## config.mk

```make
export PLATFORM = sky130hd
export DESIGN_NAME = toc_core
export DESIGN_NICKNAME = d
export VERILOG_FILES = /design/src/core/toc_pkg.sv /design/src/core/toc_core.sv
export SDC_FILE = /design/constraint.sdc
export NUM_CORES = 1
export LEC_CHECK = 0
export BUFFER_PORTS_ARGS = -buffer_cell sky130_fd_sc_hd__buf_4
export CAP_MARGIN = 10
export CORE_MARGIN = 10
export CORE_UTILIZATION = 55
export DETAILED_ROUTE_END_ITERATION = 10
export MAX_ROUTING_LAYER = met4
export PLACE_DENSITY_LB_ADDON = 0.12
export SLEW_MARGIN = 0
export SYNTH_ARGS = -nofsm -noshare
export SYNTH_HDL_FRONTEND = slang
export SYNTH_SLANG_ARGS = --single-unit
export TNS_END_PERCENT = 5
```

## constraint.sdc

```tcl
create_clock -name CORE_CLK_I -period 122.3 [get_ports CORE_CLK_I]
set_input_delay 12.23 -clock CORE_CLK_I [delete_from_list [all_inputs] [get_ports CORE_CLK_I]]
set_output_delay 12.23 -clock CORE_CLK_I [all_outputs]
set_load 0.02 [all_outputs]
```

## src/core/toc_pkg.sv

```systemverilog
package toc_pkg;

  // ==========================================================================
  // Widths and constants
  localparam int unsigned POT_W = 8;
  localparam int unsigned LVL_W = 8;
  localparam int unsigned CHG_W = 7;
  localparam int unsigned HOUR_W = 32;
  localparam logic [CHG_W-1:0] CHARGE_ALARM_PCT = 7'h0A;
  localparam logic [6:0] SPEED_CAP_PCT = 7'h0A;
  localparam logic [6:0] SPEED_FULL_PCT = 7'h64;
  localparam logic [POT_W-1:0] POT_MIN_RST = 8'h00;
  localparam logic [POT_W-1:0] POT_SPAN_MIN = 8'h01;
  localparam logic [HOUR_W-1:0] HOURS_RST = 32'h0000_0000;
  localparam logic [15:0] AUX_TIME_RST = 16'h0000;

  // ==========================================================================
  // Option encodings
  typedef enum logic [1:0] {
    TOC_AUX_BRAKE = 2'h0,
    TOC_AUX_HYDRO = 2'h1,
    TOC_AUX_EXCL = 2'h2
  } toc_aux_t;

  typedef enum logic [1:0] {
    TOC_TEMP_DIGITAL = 2'h0,
    TOC_TEMP_ANALOG = 2'h1,
    TOC_TEMP_NONE = 2'h2
  } toc_temp_t;

  typedef enum logic [1:0] {
    TOC_RAMP_IDLE = 2'h0,
    TOC_RAMP_HOLD = 2'h1,
    TOC_RAMP_DONE = 2'h3
  } toc_ramp_t;

  // ==========================================================================
  // Programmed options
  typedef struct packed {
    logic count_key_on;
    logic battery_check;
    logic cutback_present;
    logic hydro_key_on;
    logic stop_on_ramp;
    toc_aux_t aux_sel;
    logic pedal_analog;
    toc_temp_t temp_sel;
    logic aux_function;
    logic enable_present;
    logic check_pump;
    logic combi_system;
  } toc_opt_t;

  // Raw switch pins, sampled through synchronisers
  typedef struct packed {
    logic mode_tied_low;
    logic key_closed;
    logic safety_tied_low;
    logic fwd;
    logic bwd;
    logic brake_sw;
    logic shared_e14;
    logic shared_f10;
    logic lift_permit_input;
    logic [3:0] speed_step_request;
    logic steer_req;
    logic motor_thermal_input;
  } toc_pins_t;

endpackage : toc_pkg

```

## src/core/toc_core.sv

```systemverilog
// What this block does
// - Open mode pin traction, tied low pump
// - Pump: lift permit, speeds active high
// - Pump: speed reduction active when low
// - Pump: steering request active high
// - Safety not tied low disables contactor
// - Pump aux output: contactor alone, off in combi
// - Hours count travel or key closed
// - Check on: alarm, half current at 10%
// - Check off: compute charge, no alarm
// - Traction F10: cutback or handbrake by option
// - Key-on steering with hydro aux options
// - Ramp hold for aux time, then aux
// - Brake option: aux output drives brake
// - Hydro option: steer on direction, brake, motion
// - Exclusive option: steer on exclusive input
// - Analog braking linear from minimum to maximum
// - Digital braking uses pedal braking level
// - Temperature: switch, analog sensor or none
// - Aux function: maximum braking and traction
// - Traction E14: enable or exclusive hydro
// - Lost pump messages: warning, 10% speed
// - Brake minimum stores pot with switch closed
`timescale 1ns/1ps
`default_nettype none
module toc_core #(
  parameter int unsigned AUX_TIME_W = 16
) (
  input wire logic CORE_CLK_I,
  input wire logic RESET_N_I,
  input wire toc_pkg::toc_pins_t PINS_I,
  input wire toc_pkg::toc_opt_t OPT_I,
  input wire logic [AUX_TIME_W-1:0] AUX_TIME_I,
  input wire logic MOVING_I,
  input wire logic ON_SLOPE_I,
  input wire logic ACCEL_RELEASED_I,
  input wire logic [toc_pkg::POT_W-1:0] BRAKE_POT_I,
  input wire logic [toc_pkg::POT_W-1:0] BRAKE_POT_MAX_I,
  input wire logic [toc_pkg::LVL_W-1:0] RELEASE_BRAKE_LVL_I,
  input wire logic [toc_pkg::LVL_W-1:0] PEDAL_BRAKE_LVL_I,
  input wire logic [toc_pkg::CHG_W-1:0] CHARGE_PCT_I,
  input wire logic CAL_BRAKE_MIN_I,
  input wire logic PUMP_MSG_SEEN_I,
  input wire logic PUMP_ALARM_I,
  output logic PUMP_MODE_O,
  output logic MAIN_COIL_EN_O,
  output logic SAFETY_GP_O,
  output logic AUX_LOW_SIDE_O,
  output logic STEERING_CONTACTOR_O,
  output logic STEER_REQ_CAN_O,
  output logic LIFT_PERMIT_O,
  output logic [3:0] SPEED_STEP_O,
  output logic SPEED_REDUCE_O,
  output logic HANDBRAKE_O,
  output logic ACCEL_ENABLE_O,
  output logic [toc_pkg::HOUR_W-1:0] HOURS_O,
  output logic BATTERY_ALARM_O,
  output logic HALF_CURRENT_O,
  output logic RAMP_HOLD_O,
  output logic BRAKING_ON_O,
  output logic [toc_pkg::LVL_W-1:0] BRAKE_LEVEL_O,
  output logic [toc_pkg::POT_W-1:0] BRAKE_POT_MIN_O,
  output logic THERMAL_SWITCH_USE_O,
  output logic THERMAL_ANALOG_USE_O,
  output logic MAX_TORQUE_O,
  output logic BUS_FAILURE_WARNING_O,
  output logic [6:0] SPEED_LIMIT_PCT_O
);
  import toc_pkg::*;

  // ==========================================================================
  // Pin synchronisers
  toc_pins_t sync1_ff, sync2_ff;
  always_ff @(posedge CORE_CLK_I or negedge RESET_N_I) begin
    if (!RESET_N_I) begin
      sync1_ff <= '0;
      sync2_ff <= '0;
    end else begin
      sync1_ff <= PINS_I;
      sync2_ff <= sync1_ff;
    end
  end

  // ==========================================================================
  // Input interpretation
  logic pump, excl_in, steer_on;
  logic [HOUR_W-1:0] hours_ff, nxt_hours;
  logic [POT_W-1:0] pmin_ff, nxt_pmin;
  toc_ramp_t ramp_ff, nxt_ramp;
  logic [AUX_TIME_W-1:0] rcnt_ff, nxt_rcnt;
  logic [LVL_W-1:0] lvl_c;
  logic [POT_W-1:0] span, pos;
  logic [POT_W+LVL_W-1:0] prod;

  assign pump = sync2_ff.mode_tied_low;
  assign excl_in = !pump && !OPT_I.enable_present && sync2_ff.shared_e14;

  always_comb begin
    steer_on = 1'b0;
    if (pump) begin
      steer_on = sync2_ff.steer_req;
    end else begin
      unique case (OPT_I.aux_sel)
        TOC_AUX_HYDRO: steer_on = sync2_ff.fwd || sync2_ff.bwd ||
          sync2_ff.brake_sw || MOVING_I;
        TOC_AUX_EXCL: steer_on = excl_in;
        default: steer_on = 1'b0;
      endcase
      // Key-on steering only exists with a contactor on the aux output
      if (OPT_I.hydro_key_on && sync2_ff.key_closed &&
          OPT_I.aux_sel != TOC_AUX_BRAKE) begin
        steer_on = 1'b1;
      end
    end
  end

  // ==========================================================================
  // Runtime_count_option, ramp hold, brake minimum
  always_comb begin
    nxt_hours = hours_ff;
    if (OPT_I.count_key_on ? sync2_ff.key_closed : MOVING_I) begin
      nxt_hours = hours_ff + HOUR_W'(1);
    end
    nxt_pmin = pmin_ff;
    if (CAL_BRAKE_MIN_I && sync2_ff.brake_sw) begin
      nxt_pmin = BRAKE_POT_I;
    end
    // Hold time counts clock cycles; any prescaling sits outside
    nxt_ramp = ramp_ff;
    nxt_rcnt = rcnt_ff;
    unique case (ramp_ff)
      TOC_RAMP_IDLE: begin
        if (OPT_I.stop_on_ramp && ON_SLOPE_I && !pump) begin
          nxt_ramp = TOC_RAMP_HOLD;
          nxt_rcnt = AUX_TIME_I;
        end
      end
      TOC_RAMP_HOLD: begin
        if (!ON_SLOPE_I || !OPT_I.stop_on_ramp) begin
          nxt_ramp = TOC_RAMP_IDLE;
        end else if (rcnt_ff == '0) begin
          nxt_ramp = TOC_RAMP_DONE;
        end else begin
          nxt_rcnt = rcnt_ff - AUX_TIME_W'(1);
        end
      end
      TOC_RAMP_DONE: begin
        if (!ON_SLOPE_I) begin
          nxt_ramp = TOC_RAMP_IDLE;
        end
      end
      default: nxt_ramp = TOC_RAMP_IDLE;
    endcase
  end

  always_ff @(posedge CORE_CLK_I or negedge RESET_N_I) begin
    if (!RESET_N_I) begin
      hours_ff <= HOURS_RST;
      pmin_ff <= POT_MIN_RST;
      ramp_ff <= TOC_RAMP_IDLE;
      rcnt_ff <= AUX_TIME_W'(AUX_TIME_RST);
    end else begin
      hours_ff <= nxt_hours;
      pmin_ff <= nxt_pmin;
      ramp_ff <= nxt_ramp;
      rcnt_ff <= nxt_rcnt;
    end
  end

  // ==========================================================================
  // Braking level: linear between release minimum and pedal maximum
  always_comb begin
    span = (BRAKE_POT_MAX_I > pmin_ff) ? BRAKE_POT_MAX_I - pmin_ff :
      POT_SPAN_MIN;
    pos = (BRAKE_POT_I > pmin_ff) ? BRAKE_POT_I - pmin_ff : '0;
    if (pos > span) begin
      pos = span;
    end
    prod = (PEDAL_BRAKE_LVL_I > RELEASE_BRAKE_LVL_I) ?
      (POT_W+LVL_W)'(pos) * (POT_W+LVL_W)'(PEDAL_BRAKE_LVL_I -
      RELEASE_BRAKE_LVL_I) : '0;
    lvl_c = OPT_I.pedal_analog ?
      RELEASE_BRAKE_LVL_I + LVL_W'(prod / (POT_W+LVL_W)'(span))
      : PEDAL_BRAKE_LVL_I;
  end

  // ==========================================================================
  // Registered outputs
  always_ff @(posedge CORE_CLK_I or negedge RESET_N_I) begin
    if (!RESET_N_I) begin
      PUMP_MODE_O <= 1'b0;
      MAIN_COIL_EN_O <= 1'b0;
      SAFETY_GP_O <= 1'b0;
      AUX_LOW_SIDE_O <= 1'b0;
      STEERING_CONTACTOR_O <= 1'b0;
      STEER_REQ_CAN_O <= 1'b0;
      LIFT_PERMIT_O <= 1'b0;
      SPEED_STEP_O <= 4'h0;
      SPEED_REDUCE_O <= 1'b0;
      HANDBRAKE_O <= 1'b0;
      ACCEL_ENABLE_O <= 1'b0;
      BATTERY_ALARM_O <= 1'b0;
      HALF_CURRENT_O <= 1'b0;
      BRAKING_ON_O <= 1'b0;
      BRAKE_LEVEL_O <= '0;
      THERMAL_SWITCH_USE_O <= 1'b0;
      THERMAL_ANALOG_USE_O <= 1'b0;
      MAX_TORQUE_O <= 1'b0;
      BUS_FAILURE_WARNING_O <= 1'b0;
      SPEED_LIMIT_PCT_O <= SPEED_FULL_PCT;
    end else begin
      PUMP_MODE_O <= pump;
      MAIN_COIL_EN_O <= sync2_ff.safety_tied_low;
      SAFETY_GP_O <= sync2_ff.safety_tied_low;
      // Pump: alone it switches the contactor, combi holds it off
      AUX_LOW_SIDE_O <= pump ? (OPT_I.combi_system ? 1'b0 :
        sync2_ff.safety_tied_low) :
        (OPT_I.aux_sel == TOC_AUX_BRAKE &&
        ramp_ff != TOC_RAMP_HOLD && (MOVING_I || sync2_ff.fwd ||
        sync2_ff.bwd));
      STEERING_CONTACTOR_O <= steer_on;
      STEER_REQ_CAN_O <= !pump && steer_on;
      LIFT_PERMIT_O <= pump && sync2_ff.lift_permit_input;
      SPEED_STEP_O <= pump ? sync2_ff.speed_step_request : 4'h0;
      SPEED_REDUCE_O <= pump ? !sync2_ff.shared_f10 :
        (OPT_I.cutback_present && !sync2_ff.shared_f10);
      HANDBRAKE_O <= !pump && !OPT_I.cutback_present &&
        !sync2_ff.shared_f10;
      ACCEL_ENABLE_O <= pump || !OPT_I.enable_present ||
        sync2_ff.shared_e14;
      BATTERY_ALARM_O <= OPT_I.battery_check &&
        CHARGE_PCT_I <= CHARGE_ALARM_PCT;
      HALF_CURRENT_O <= OPT_I.battery_check &&
        CHARGE_PCT_I <= CHARGE_ALARM_PCT;
      BRAKING_ON_O <= !pump && ACCEL_RELEASED_I &&
        sync2_ff.brake_sw;
      BRAKE_LEVEL_O <= (ACCEL_RELEASED_I && sync2_ff.brake_sw) ?
        lvl_c : '0;
      THERMAL_SWITCH_USE_O <= OPT_I.temp_sel == TOC_TEMP_DIGITAL &&
        sync2_ff.motor_thermal_input;
      THERMAL_ANALOG_USE_O <= OPT_I.temp_sel == TOC_TEMP_ANALOG;
      MAX_TORQUE_O <= !pump && OPT_I.aux_function;
      BUS_FAILURE_WARNING_O <= !pump && OPT_I.check_pump &&
        !PUMP_MSG_SEEN_I;
      // Pump alarm caps speed silently; only lost messages warn
      SPEED_LIMIT_PCT_O <= (!pump && OPT_I.check_pump &&
        (!PUMP_MSG_SEEN_I || PUMP_ALARM_I)) ? SPEED_CAP_PCT :
        SPEED_FULL_PCT;
    end
  end

  assign HOURS_O = hours_ff;
  assign BRAKE_POT_MIN_O = pmin_ff;
  assign RAMP_HOLD_O = ramp_ff == TOC_RAMP_HOLD;

  // ==========================================================================
  // Assertions
  a_safety_coil: assert property (@(posedge CORE_CLK_I)
    disable iff (!RESET_N_I) !sync2_ff.safety_tied_low |=> !MAIN_COIL_EN_O)
    else $error("coil enabled with safety open");
  a_pump_mode: assert property (@(posedge CORE_CLK_I)
    disable iff (!RESET_N_I) $rose(pump) |=> PUMP_MODE_O)
    else $error("pump mode not shown");
  a_speed_cap: assert property (@(posedge CORE_CLK_I)
    disable iff (!RESET_N_I) BUS_FAILURE_WARNING_O |->
    SPEED_LIMIT_PCT_O == SPEED_CAP_PCT)
    else $error("bus failure without speed cap");
  a_batt_alarm: assert property (@(posedge CORE_CLK_I)
    disable iff (!RESET_N_I) BATTERY_ALARM_O |-> $past(OPT_I.battery_check))
    else $error("alarm with check disabled");
  a_hours_run: assert property (@(posedge CORE_CLK_I)
    disable iff (!RESET_N_I) (!OPT_I.count_key_on && MOVING_I) |=>
    HOURS_O == $past(HOURS_O) + 32'h1)
    else $error("hours did not advance");
  a_excl_steer: assert property (@(posedge CORE_CLK_I)
    disable iff (!RESET_N_I) (!pump && OPT_I.aux_sel == TOC_AUX_EXCL &&
    !OPT_I.hydro_key_on && !excl_in) |=> !STEERING_CONTACTOR_O)
    else $error("exclusive steering without input");
  a_cal_min: assert property (@(posedge CORE_CLK_I)
    disable iff (!RESET_N_I) (CAL_BRAKE_MIN_I && sync2_ff.brake_sw) |=>
    BRAKE_POT_MIN_O == $past(BRAKE_POT_I))
    else $error("brake minimum not stored");
  a_digital_lvl: assert property (@(posedge CORE_CLK_I)
    disable iff (!RESET_N_I) (!OPT_I.pedal_analog && ACCEL_RELEASED_I &&
    sync2_ff.brake_sw) |=> BRAKE_LEVEL_O == $past(PEDAL_BRAKE_LVL_I))
    else $error("digital brake level wrong");
  a_ramp_hold: assert property (@(posedge CORE_CLK_I)
    disable iff (!RESET_N_I) (RAMP_HOLD_O && rcnt_ff != '0 && ON_SLOPE_I &&
    OPT_I.stop_on_ramp) |=> RAMP_HOLD_O)
    else $error("ramp hold ended early");

  c_ramp_done: cover property (@(posedge CORE_CLK_I) disable iff
    (!RESET_N_I) ramp_ff == TOC_RAMP_HOLD ##1 ramp_ff == TOC_RAMP_DONE);
  c_bus_fail: cover property (@(posedge CORE_CLK_I) disable iff
    (!RESET_N_I) $rose(BUS_FAILURE_WARNING_O));
  c_batt: cover property (@(posedge CORE_CLK_I) disable iff
    (!RESET_N_I) $rose(HALF_CURRENT_O));
  c_pump: cover property (@(posedge CORE_CLK_I) disable iff
    (!RESET_N_I) PUMP_MODE_O && LIFT_PERMIT_O);
  c_excl_steer: cover property (@(posedge CORE_CLK_I) disable iff
    (!RESET_N_I) excl_in ##1 STEERING_CONTACTOR_O);

endmodule : toc_core
`default_nettype wire

```

==> results_dict.tcl, run 1 <==
set metrics [dict create \
    fmaxAchievable_ghz 0.01760 \
    via_per_inst 5.963 \
    hold_depth 0 \
    synth-main-ff-cell "dfrtp_1" \
    io_pins 169 \
    hold_viol 0 \
    status "finished, final reports clean" \
    tns_ns 0 \
    worstPathArrival_ns 57.14 \
    grt_pass1_vias 12400 \
    cts.sinks 117 \
    io_buffer_count 166 \
    syn_avg_cell_area_sq_um 8.450 \
    required_ns 122.61 \
    async_reset_ff_frac 1.000 \
    wl_microns 38030 \
    min_from "sync1_ff[2]" \
    hpwl_microns 30050 \
    htreeDepth 4 \
    synth_cells 1662 \
    critical_path_class "input port to flip-flop" \
    postRouteAntennaNets 0 \
    cp_num_buf_inv 8 \
    ys_seq_area_frac 0.2086 \
    cpPeakStageDelay_ns 0.82 \
    cts_setup_buffers 0 \
    initial_core_util 0.5577 \
    postCtsHoldBufs 0 \
    hp-class "flip-flop to flip-flop" \
    diodes 0 \
    cp-start-kind "input port" \
    antenna_found_initial 0 \
    post_drt_wl_per_cell_microns 17.58 \
    nets 2148 \
    die_y_microns 179.8 \
    rr_worst_depth 191 \
    ys_warn_count 0 \
    synthTopCellsByArea "dfrtp_1 (21%), ha_1 (17%), fa_1 (6.7%), nor2_1 (5.1%), xnor2_1 (4.1%)" \
    core_sq_mm 0.02518 \
    gp_congestion 0.9305 \
    drt_iter0_drc 1045 \
    worst_slew_pin_slew_ns 1.032 \
    cp_max_fo 16 \
    die_area_sq_mm 0.03233 \
    insertion_delay_ns 0.44 \
    cts.clk_slew.worst_paths_ns 0.07 \
    rr_startpoint "BRAKE_POT_MIN_O[0]" \
    min_period_ns 56.83 \
    finClkSkew_ns 0.03096 \
    drive_gt1_frac 0.1604 \
    dieWidth_microns 179.8 \
    holdPathEnd "sync2_ff[2]" \
    numCtsBuffers 17 \
    rsz0062_at_grt "no" \
    grt_max_degree 83 \
    cts-resized-gates 0 \
    cap_violations 0 \
    r2r_end "BRAKE_LEVEL_O[7]" \
    max_slew_margin 0.3118 \
    end_kind "flip-flop" \
    ys_types 89 \
    cpMaxStageDelayCell "a211oi_2" \
    yosys.area.top_type "dfrtp_1" \
    syn_area_sq_mm 0.01404 \
    gr-total-overflow 0 \
    ys_seq_elements 117 \
    yosys.cell_count.top_type "nor2_1" \
    critPathTopFamily "compound AO/OA/AOI/OAI gates" \
    ys_top_cells_by_count "nor2_1 (192), ha_1 (189), dfrtp_1 (116), inv_1 (105), nand2_1 (105)" \
    grt_pass1_wl_microns 62280 \
    synth_edf_count 0 \
    cts_tree "done" \
    first_pass_iters 6 \
    grt_usage 0.2328 \
    reg2reg_slack_ns 76.94 \
    row_count 58 \
    drc 0 \
    cts-root-buf "clkbuf_16" \
    synth.top_cell.area_share 0.2067 \
    via_count 12900 \
    timing.final.max_slew_violations 0 \
    crit_path_frequent_cell "o21a_1" \
    finalCritPeriodShare 0.4647 \
    setup_viol 0 \
    clock_path_buffers 2 \
    area_growth_pct 14.90 \
]
==> placed cells by master, fill, tap and decap left out, types with 27 or more instances in the layout <==
cell type and n:
xnor2_1 66, a21oi_1 94, mux2_2 36, buf_4 173
and2_1 27, nand2b_1 29, ha_1 189, a21o_1 34
nor3_1 72, inv_1 105, fa_1 47, o21a_1 56
o21ai_0 69, o31ai_1 27, nor2b_1 28, nor2_1 192
nand2_1 105, dfrtp_1 116, nand3_1 40
==> routing by layer <==
layer	part of all wire	global-route usage	routed length (microns)	up-vias
met5	0	-	0	-
met4	0.014	0.05723	547	0
met3	0.054	0.02570	2071	47
met2	0.45	0.3573	17020	429
met1	0.48	0.3218	18390	6120
li1	-	-	-	6302
==> flip-flops by register name (all words and copies together) (netlist names), 4 cells and up <==
name             count
rcnt_ff             16
HOURS_O             32
sync2_ff            14
BRAKE_POT_MIN_O      8
SPEED_STEP_O         4
BRAKE_LEVEL_O        8
sync1_ff            15
==> layout make-up <==
type                    instances  area, sq um
inverters                     109        409.1
repair buffers                173         1299
well taps                     330        412.9
flip-flops and latches        117         2929
clock inverters                15        123.9
fillers                      2171         9044
clock buffers                  17        425.4
multi-input cells            1402        10540
==> cell families after synthesis <==
logic type,share of synthesized area
XOR/XNOR,0.05675
adder cells (fa/ha/maj),0.2361
other,0.0002670
buffers and inverters,0.04134
multiplexers,0.04632
AND/OR/NAND/NOR,0.2097
AO/OA/AOI/OAI,0.2010
flip-flops,0.2086
==> stage by stage <==
step / area [sq um] / hold WS (ns) / util / std cells / setup WS [ns]
2_1_floorplan: 14050 / 0.3312 / - / 1663 / 71.65
3_3_place_gp: 15590 / 0.3323 / 0.6191 / 2131 / 66.98
3_5_place_dp: 15590 / 0.3347 / 0.6191 / 2131 / 65.68
4_1_cts: 16140 / 0.3405 / 0.6409 / 2163 / 66.02
5_1_grt: 16140 / 0.3453 / 0.6409 / 2163 / 61.57
6_report: 16140 / 0.3359 / 0.6409 / 2163 / 65.47
==> worst max path at each step <==
stage	startpoint	depth (start not counted)	slack, ns	endpoint
floorplan	BRAKE_POT_MAX_I[0]	199	71.65	BRAKE_LEVEL_O[7]
global placement	BRAKE_POT_MAX_I[0]	191	66.98	BRAKE_LEVEL_O[7]
detailed placement	BRAKE_POT_MAX_I[0]	188	65.68	BRAKE_LEVEL_O[7]
CTS	BRAKE_POT_MAX_I[0]	191	66.02	BRAKE_LEVEL_O[7]
global route	BRAKE_POT_MAX_I[0]	193	61.57	BRAKE_LEVEL_O[7]
finish	BRAKE_POT_MAX_I[0]	193	65.47	BRAKE_LEVEL_O[7]
Power of run 1 is not shown: default switching activity piles up to over one toggle a cycle in this logic, so the estimate is an artifact.
==> run 2, diff against run 1 <==
Settings changed: ABC_AREA set to 1.
Clock period 122.3 ns to 46.2 ns, I/O delays scaled along.
==> run 2 against run 1 <==
Net effect: synthesized area decreased by 1.0%; die area is 0.93% lower; global-route usage decreased by 0.39 points; largest cell class unchanged; register-to-register slack worse by 69 ns; first-iteration DRC count fell by 41%; critical path type unchanged; via count decreased by 2.8%; flip-flop and latch count unchanged; critical endpoint unchanged.
==> results_dict.tcl, run 2 <==
set metrics [dict create \
    final_cell_mix "nand2_1 (345), inv_1 (302), ha_1 (189), nor2_1 (174), buf_4 (174)" \
    worst_slew_pin_slew_ns 0.8808 \
    cp_max_fo 16 \
    row_count 58 \
    grt_pass1_vias 12140 \
    core_sq_mm 0.02504 \
    finalCritPeriodShare 0.9136 \
    postRouteAntennaNets 0 \
    tns_ns 0 \
    ys_seq_elements 117 \
    die_y_microns 179.0 \
    drc 0 \
    grt_pass1_wl_microns 58540 \
    synth_top_family_by_area "simple AND/OR/NAND/NOR gates" \
    yosys.cell_count.top_type "nand2_1" \
    seq_area_sq_mm 0.002929 \
    dp_cells 2346 \
    io_buffer_count 166 \
    wl_microns 35590 \
    area_growth_pct 16.18 \
    insertion_delay_ns 0.41 \
    min_from "sync1_ff[9]" \
    ys_types 59 \
    rr_startpoint "BRAKE_POT_MIN_O[0]" \
    via_per_inst 5.269 \
    die_area_sq_mm 0.03203 \
    cts.clk_slew.worst_paths_ns 0.05 \
    async_reset_ff_frac 1.000 \
    hpwl_microns 29130 \
    timing.final.max_slew_violations 0 \
    ys_seq_area_frac 0.2107 \
    cts_tree "done" \
    rr_worst_depth 255 \
    required_ns 46.47 \
    via_count 12540 \
    io_pins 169 \
    min_period_ns 42.21 \
    drive_gt1_frac 0.1602 \
    worstPathArrival_ns 42.48 \
    r2r_end "BRAKE_LEVEL_O[7]" \
    setup_viol 0 \
    status "finished, final reports clean" \
    yosys.area.top_type "dfrtp_1" \
    gr-total-overflow 0 \
    multi_input_area_sq_mm 0.009698 \
    first_pass_iters 5 \
    critical_path_class "input port to flip-flop" \
    holdPathEnd "sync2_ff[9]" \
    clock_path_buffers 2 \
    finClkSkew_ns 0.01018 \
    initial_core_util 0.5551 \
    synthTopCellsByArea "dfrtp_1 (21%), ha_1 (17%), nand2_1 (9.4%), inv_1 (8.2%), fa_1 (6.8%)" \
    synth-adder-area-share 0.2378 \
    cts-root-buf "clkbuf_16" \
    synth_edf_count 0 \
    cpPeakStageDelay_ns 0.55 \
    nFillCells 2267 \
    largest_reg_flops 32 \
    fmaxAchievable_ghz 0.02369 \
    hp-class "flip-flop to flip-flop" \
    synth_xor_area_frac 0.07238 \
    end_kind "flip-flop" \
    ys_warn_count 0 \
    synth-main-ff-cell "dfrtp_1" \
    reg2reg_slack_ns 7.88 \
    synth_mux_area_frac 0.0008102 \
    grt_usage 0.2289 \
    cpMaxStageDelayCell "fa_1" \
    synth-simple-area-share 0.2595 \
    cts.sinks 117 \
    cap_violations 0 \
    rsz0062_at_grt "no" \
    dieWidth_microns 179.0 \
    cp-start-kind "input port" \
    hold_viol 0 \
    ys_top_cells_by_count "nand2_1 (347), inv_1 (303), ha_1 (189), nor2_1 (176), dfrtp_1 (116)" \
    cts_setup_buffers 0 \
    postCtsHoldBufs 0 \
    max_slew_margin 0.4128 \
    numCtsBuffers 17 \
    nets 2363 \
    synth_compound_area_frac 0.1218 \
    post_drt_wl_per_cell_microns 14.96 \
    syn_area_sq_mm 0.01390 \
    fin_util 0.6449 \
    synth.top_cell.area_share 0.2089 \
    finalNonFillerCells 2379 \
    gp_congestion 0.9290 \
    htreeDepth 4 \
    drt_iter0_drc 613 \
    grt_max_degree 73 \
    final_common_cell "nand2_1" \
    crit_path_frequent_cell "nand2_1" \
    synth_cells 1869 \
    antenna_found_initial 1 \
    hold_depth 0 \
    syn_avg_cell_area_sq_um 7.436 \
]
-- run 2: cell types whose count changed after synthesis, sizes merged, moves of 19 or more --
cell    previous run  this run
nand3             40       100
mux2              37         1
xnor2             66        45
o21a              56         5
o31ai             28         8
xor2              25        69
mux2i             23         0
nor3              73        28
inv              108       316
nor2b             28         0
nand2            105       372
nand2b            29         0
o21ai             78       121
and2              27         8
-- run 2: cells by family (layout without fill, tap and decap cells) --
| family | Yosys count | in the layout |
|---|---|---|
| XOR/XNOR | 114 | 114 |
| AND/OR/NAND/NOR | 769 | 769 |
| flip-flops | 117 | 117 |
| buffers and inverters | 344 | 522 |
| AO/OA/AOI/OAI | 287 | 287 |
| other | 1 | 3 |
| multiplexers | 1 | 1 |
| adder cells (fa/ha/maj) | 236 | 236 |
-- run 2: worst max path at each step --
stage,from,end,slack (ns),depth (start not counted)
after floorplan,BRAKE_POT_MAX_I[0],BRAKE_LEVEL_O[6],6.59,254
after global placement,BRAKE_POT_MAX_I[0],BRAKE_LEVEL_O[7],3.04,251
after detailed placement,BRAKE_POT_MAX_I[0],BRAKE_LEVEL_O[7],1.65,251
after CTS,BRAKE_POT_MAX_I[0],BRAKE_LEVEL_O[7],1.95,251
after global routing,BRAKE_POT_MAX_I[0],BRAKE_LEVEL_O[7],0.003,257
final,BRAKE_POT_MAX_I[0],BRAKE_LEVEL_O[7],3.99,257
-- run 2: layout make-up --
cell class	count	share of cell area
clock inverter	12	0.009376
tap	330	0.02557
sequential	117	0.1814
multi-input combinational	1409	0.6006
antenna	1	0.0001550
clock buffer	20	0.02828
inverter	316	0.07369
timing repair buffer	174	0.08090
-- run 2: worst max-delay path: cells and delay by family --
kind | cells | cell delay, ns
AND/OR/NAND/NOR | 99 | 10.98
adder cells (fa/ha/maj) | 26 | 8.60
XOR/XNOR | 2 | 0.54
AO/OA/AOI/OAI | 91 | 14.02
buffers and inverters | 39 | 3.69
-- run 2: through the flow --
stage	hold slack (ns)	cell area, sq um	setup WS [ns]
4_1_cts	0.3430	16070	1.953
3_5_place_dp	0.3355	15460	1.654
5_1_grt	0.3521	16150	0.002689
2_1_floorplan	0.3312	13900	6.589
6_report	0.3415	16150	3.994
3_3_place_gp	0.3317	15460	3.039
-- run 2: metal layers --
metal | share of wire | global-route usage | wire [microns] | vias up
met5 | 0 | - | 0 | -
met4 | 0.014 | 0.06063 | 501 | 0
met3 | 0.065 | 0.02949 | 2301 | 42
met2 | 0.48 | 0.3903 | 17100 | 314
met1 | 0.44 | 0.2806 | 15690 | 5806
li1 | - | - | - | 6373
-- run 2: what timing repair did --
item,CTS,global route
setup endpoints to repair,0,8
resized for setup,0,18
endpoints found under the hold margin,0,0
Power of run 2 is left out for the same reason.
==> run 3, diff against run 2 <==
Settings changed: MAX_ROUTING_LAYER met4 to not set.
==> run 3 against run 2 <==
Net effect: worst hold slack lost 0.0012 ns; register-to-register slack improved by 0.09 ns; first-iteration DRC count rose by 11%; die area unchanged; critical path depth unchanged; maximum frequency grew 0.21%; via count is 0.72% lower; clock skew up 0.0019 ns; clock-buffer cell count fell by 2; critical endpoint unchanged.
==> results_dict.tcl, run 3 (synthesized netlist as in run 2, its figures left out) <==
set metrics [dict create \
    status "finished, final reports clean" \
    die_area_sq_mm 0.03203 \
    die_y_microns 179.0 \
    hold_viol 0 \
    initial_core_util 0.5551 \
    gr-total-overflow 0 \
    drc 0 \
    antenna_found_initial 2 \
    finalCritPeriodShare 0.9116 \
    rr_startpoint "BRAKE_POT_MIN_O[0]" \
    hp-class "flip-flop to flip-flop" \
    insertion_delay_ns 0.41 \
    crit_path_frequent_cell "nand2_1" \
    holdWs_ns 0.3404 \
    io_buffer_count 166 \
    worst_slew_pin_slew_ns 0.8727 \
    nets 2363 \
    area_growth_pct 16.69 \
    max_slew_margin 0.4182 \
    grt_max_degree 74 \
    end_kind "flip-flop" \
    nFillCells 2191 \
    largest_reg_flops 32 \
    timing.final.max_slew_violations 0 \
    cp-start-kind "input port" \
    htreeDepth 4 \
    drt_iter0_drc 681 \
    clock_path_buffers 2 \
    min_from "sync1_ff[8]" \
    reg2reg_slack_ns 7.97 \
    io_pins 169 \
    setup_viol 0 \
    drive_gt1_frac 0.1616 \
    grt_pass1_vias 12320 \
    post_drt_wl_per_cell_microns 14.83 \
    cp_num_buf_inv 39 \
    cp_max_fo 16 \
    fin_util 0.6478 \
    cts-root-buf "clkbuf_16" \
    fmaxAchievable_ghz 0.02374 \
    holdPathEnd "sync2_ff[8]" \
    fin_area_sq_mm 0.01622 \
    hpwl_microns 28730 \
    final_common_cell "nand2_1" \
    first_pass_iters 5 \
    via_count 12450 \
    finClkSkew_ns 0.01204 \
    cpPeakStageDelay_ns 0.57 \
    dieWidth_microns 179.0 \
    critical_path_class "input port to flip-flop" \
    cts_tree "done" \
    core_sq_mm 0.02504 \
    min_period_ns 42.12 \
    cpMaxStageDelayCell "fa_1" \
    postRouteAntennaNets 0 \
    cts.clk_slew.worst_paths_ns 0.05 \
    wl_microns 35300 \
    rr_worst_depth 255 \
    grt_pass1_wl_microns 59130 \
    via_per_inst 5.229 \
    pre_cts_slack_ns 1.764 \
    row_count 58 \
    critPathTopFamily "compound AO/OA/AOI/OAI gates" \
    place_area_sq_mm 0.01546 \
    grt_usage 0.2243 \
    r2r_end "BRAKE_LEVEL_O[7]" \
    gp_congestion 0.9064 \
    hold_depth 0 \
    final_cell_mix "nand2_1 (345), inv_1 (300), ha_1 (189), nor2_1 (174), buf_4 (174)" \
    cts.sinks 117 \
    worstPathArrival_ns 42.40 \
    cap_violations 0 \
    numCtsBuffers 17 \
    finalWorstSetupSlack_ns 4.082 \
    required_ns 46.48 \
]
## run 3: cell count changes in the layout (fill, tap and decap cells not counted)
cell / previous run / this run
inv_1: 302 / 300
o21ai_0: 96 / 98
a21oi_4: 2 / 3
clkinv_4: 1 / 3
a21oi_2: 9 / 8
diode_2: 1 / 2
inv_6: 2 / 3
clkbuf_8: 2 / 1
clkinvlp_4: 3 / 5
o21ai_1: 21 / 19
clkinv_2: 4 / 1
clkbuf_1: 1 / 0
bufinv_16: 3 / 5
## run 3: how the worst max path moves through the flow
stage | start | end | cells after the start
6_report | BRAKE_POT_MAX_I[0] | BRAKE_LEVEL_O[7] | 257
5_1_grt | BRAKE_POT_MAX_I[0] | BRAKE_LEVEL_O[7] | 257
4_1_cts | BRAKE_POT_MAX_I[0] | BRAKE_LEVEL_O[7] | 250
3_5_place_dp | BRAKE_POT_MAX_I[0] | BRAKE_LEVEL_O[7] | 249
3_3_place_gp | BRAKE_POT_MAX_I[0] | BRAKE_LEVEL_O[7] | 249
2_1_floorplan | BRAKE_POT_MAX_I[0] | BRAKE_LEVEL_O[6] | 254
## run 3: what timing repair did
action,in CTS,in global routing
buffers inserted,0,0
endpoints found under the setup margin,0,8
hold buffers,0,0
hold endpoints to repair,0,0
resized for setup,0,19
## run 3: area by class of cell
class | instances | area, sq um | area share
Sequential cell | 117 | 2929 | 0.1806
Inverter | 316 | 1197 | 0.07383
Tap cell | 330 | 412.9 | 0.02546
Multi-Input combinational cell | 1409 | 9706 | 0.5984
Antenna cell | 2 | 5.005 | 0.0003086
Timing Repair Buffer | 174 | 1306 | 0.08054
Clock inverter | 14 | 222.7 | 0.01373
Clock buffer | 18 | 439.2 | 0.02708
## run 3: worst register-to-register path, delay by kind of cell, from the launching register on
family | cells | cell delay (ns)
fa+ha+maj | 26 | 8.69
flops | 1 | 0.42
compound gates | 91 | 14.03
buf+inv | 37 | 3.40
simple gates | 99 | 10.96
xor+xnor | 2 | 0.56
## run 3: stage by stage
stage               setup TNS (ns)  std cells
floorplan                        0       1870
global placement                 0       2346
detailed placement               0       2346
CTS                              0       2378
global route              -0.04443       2380
finish                           0       2380
## run 3: layer usage
layer	routed length [microns]	track usage	share of wire
met5	0	0	0
met4	741	0.06235	0.021
met3	2261	0.03159	0.064
met2	16700	0.3909	0.47
met1	15590	0.2832	0.44
Power of run 3 is left out for the same reason.
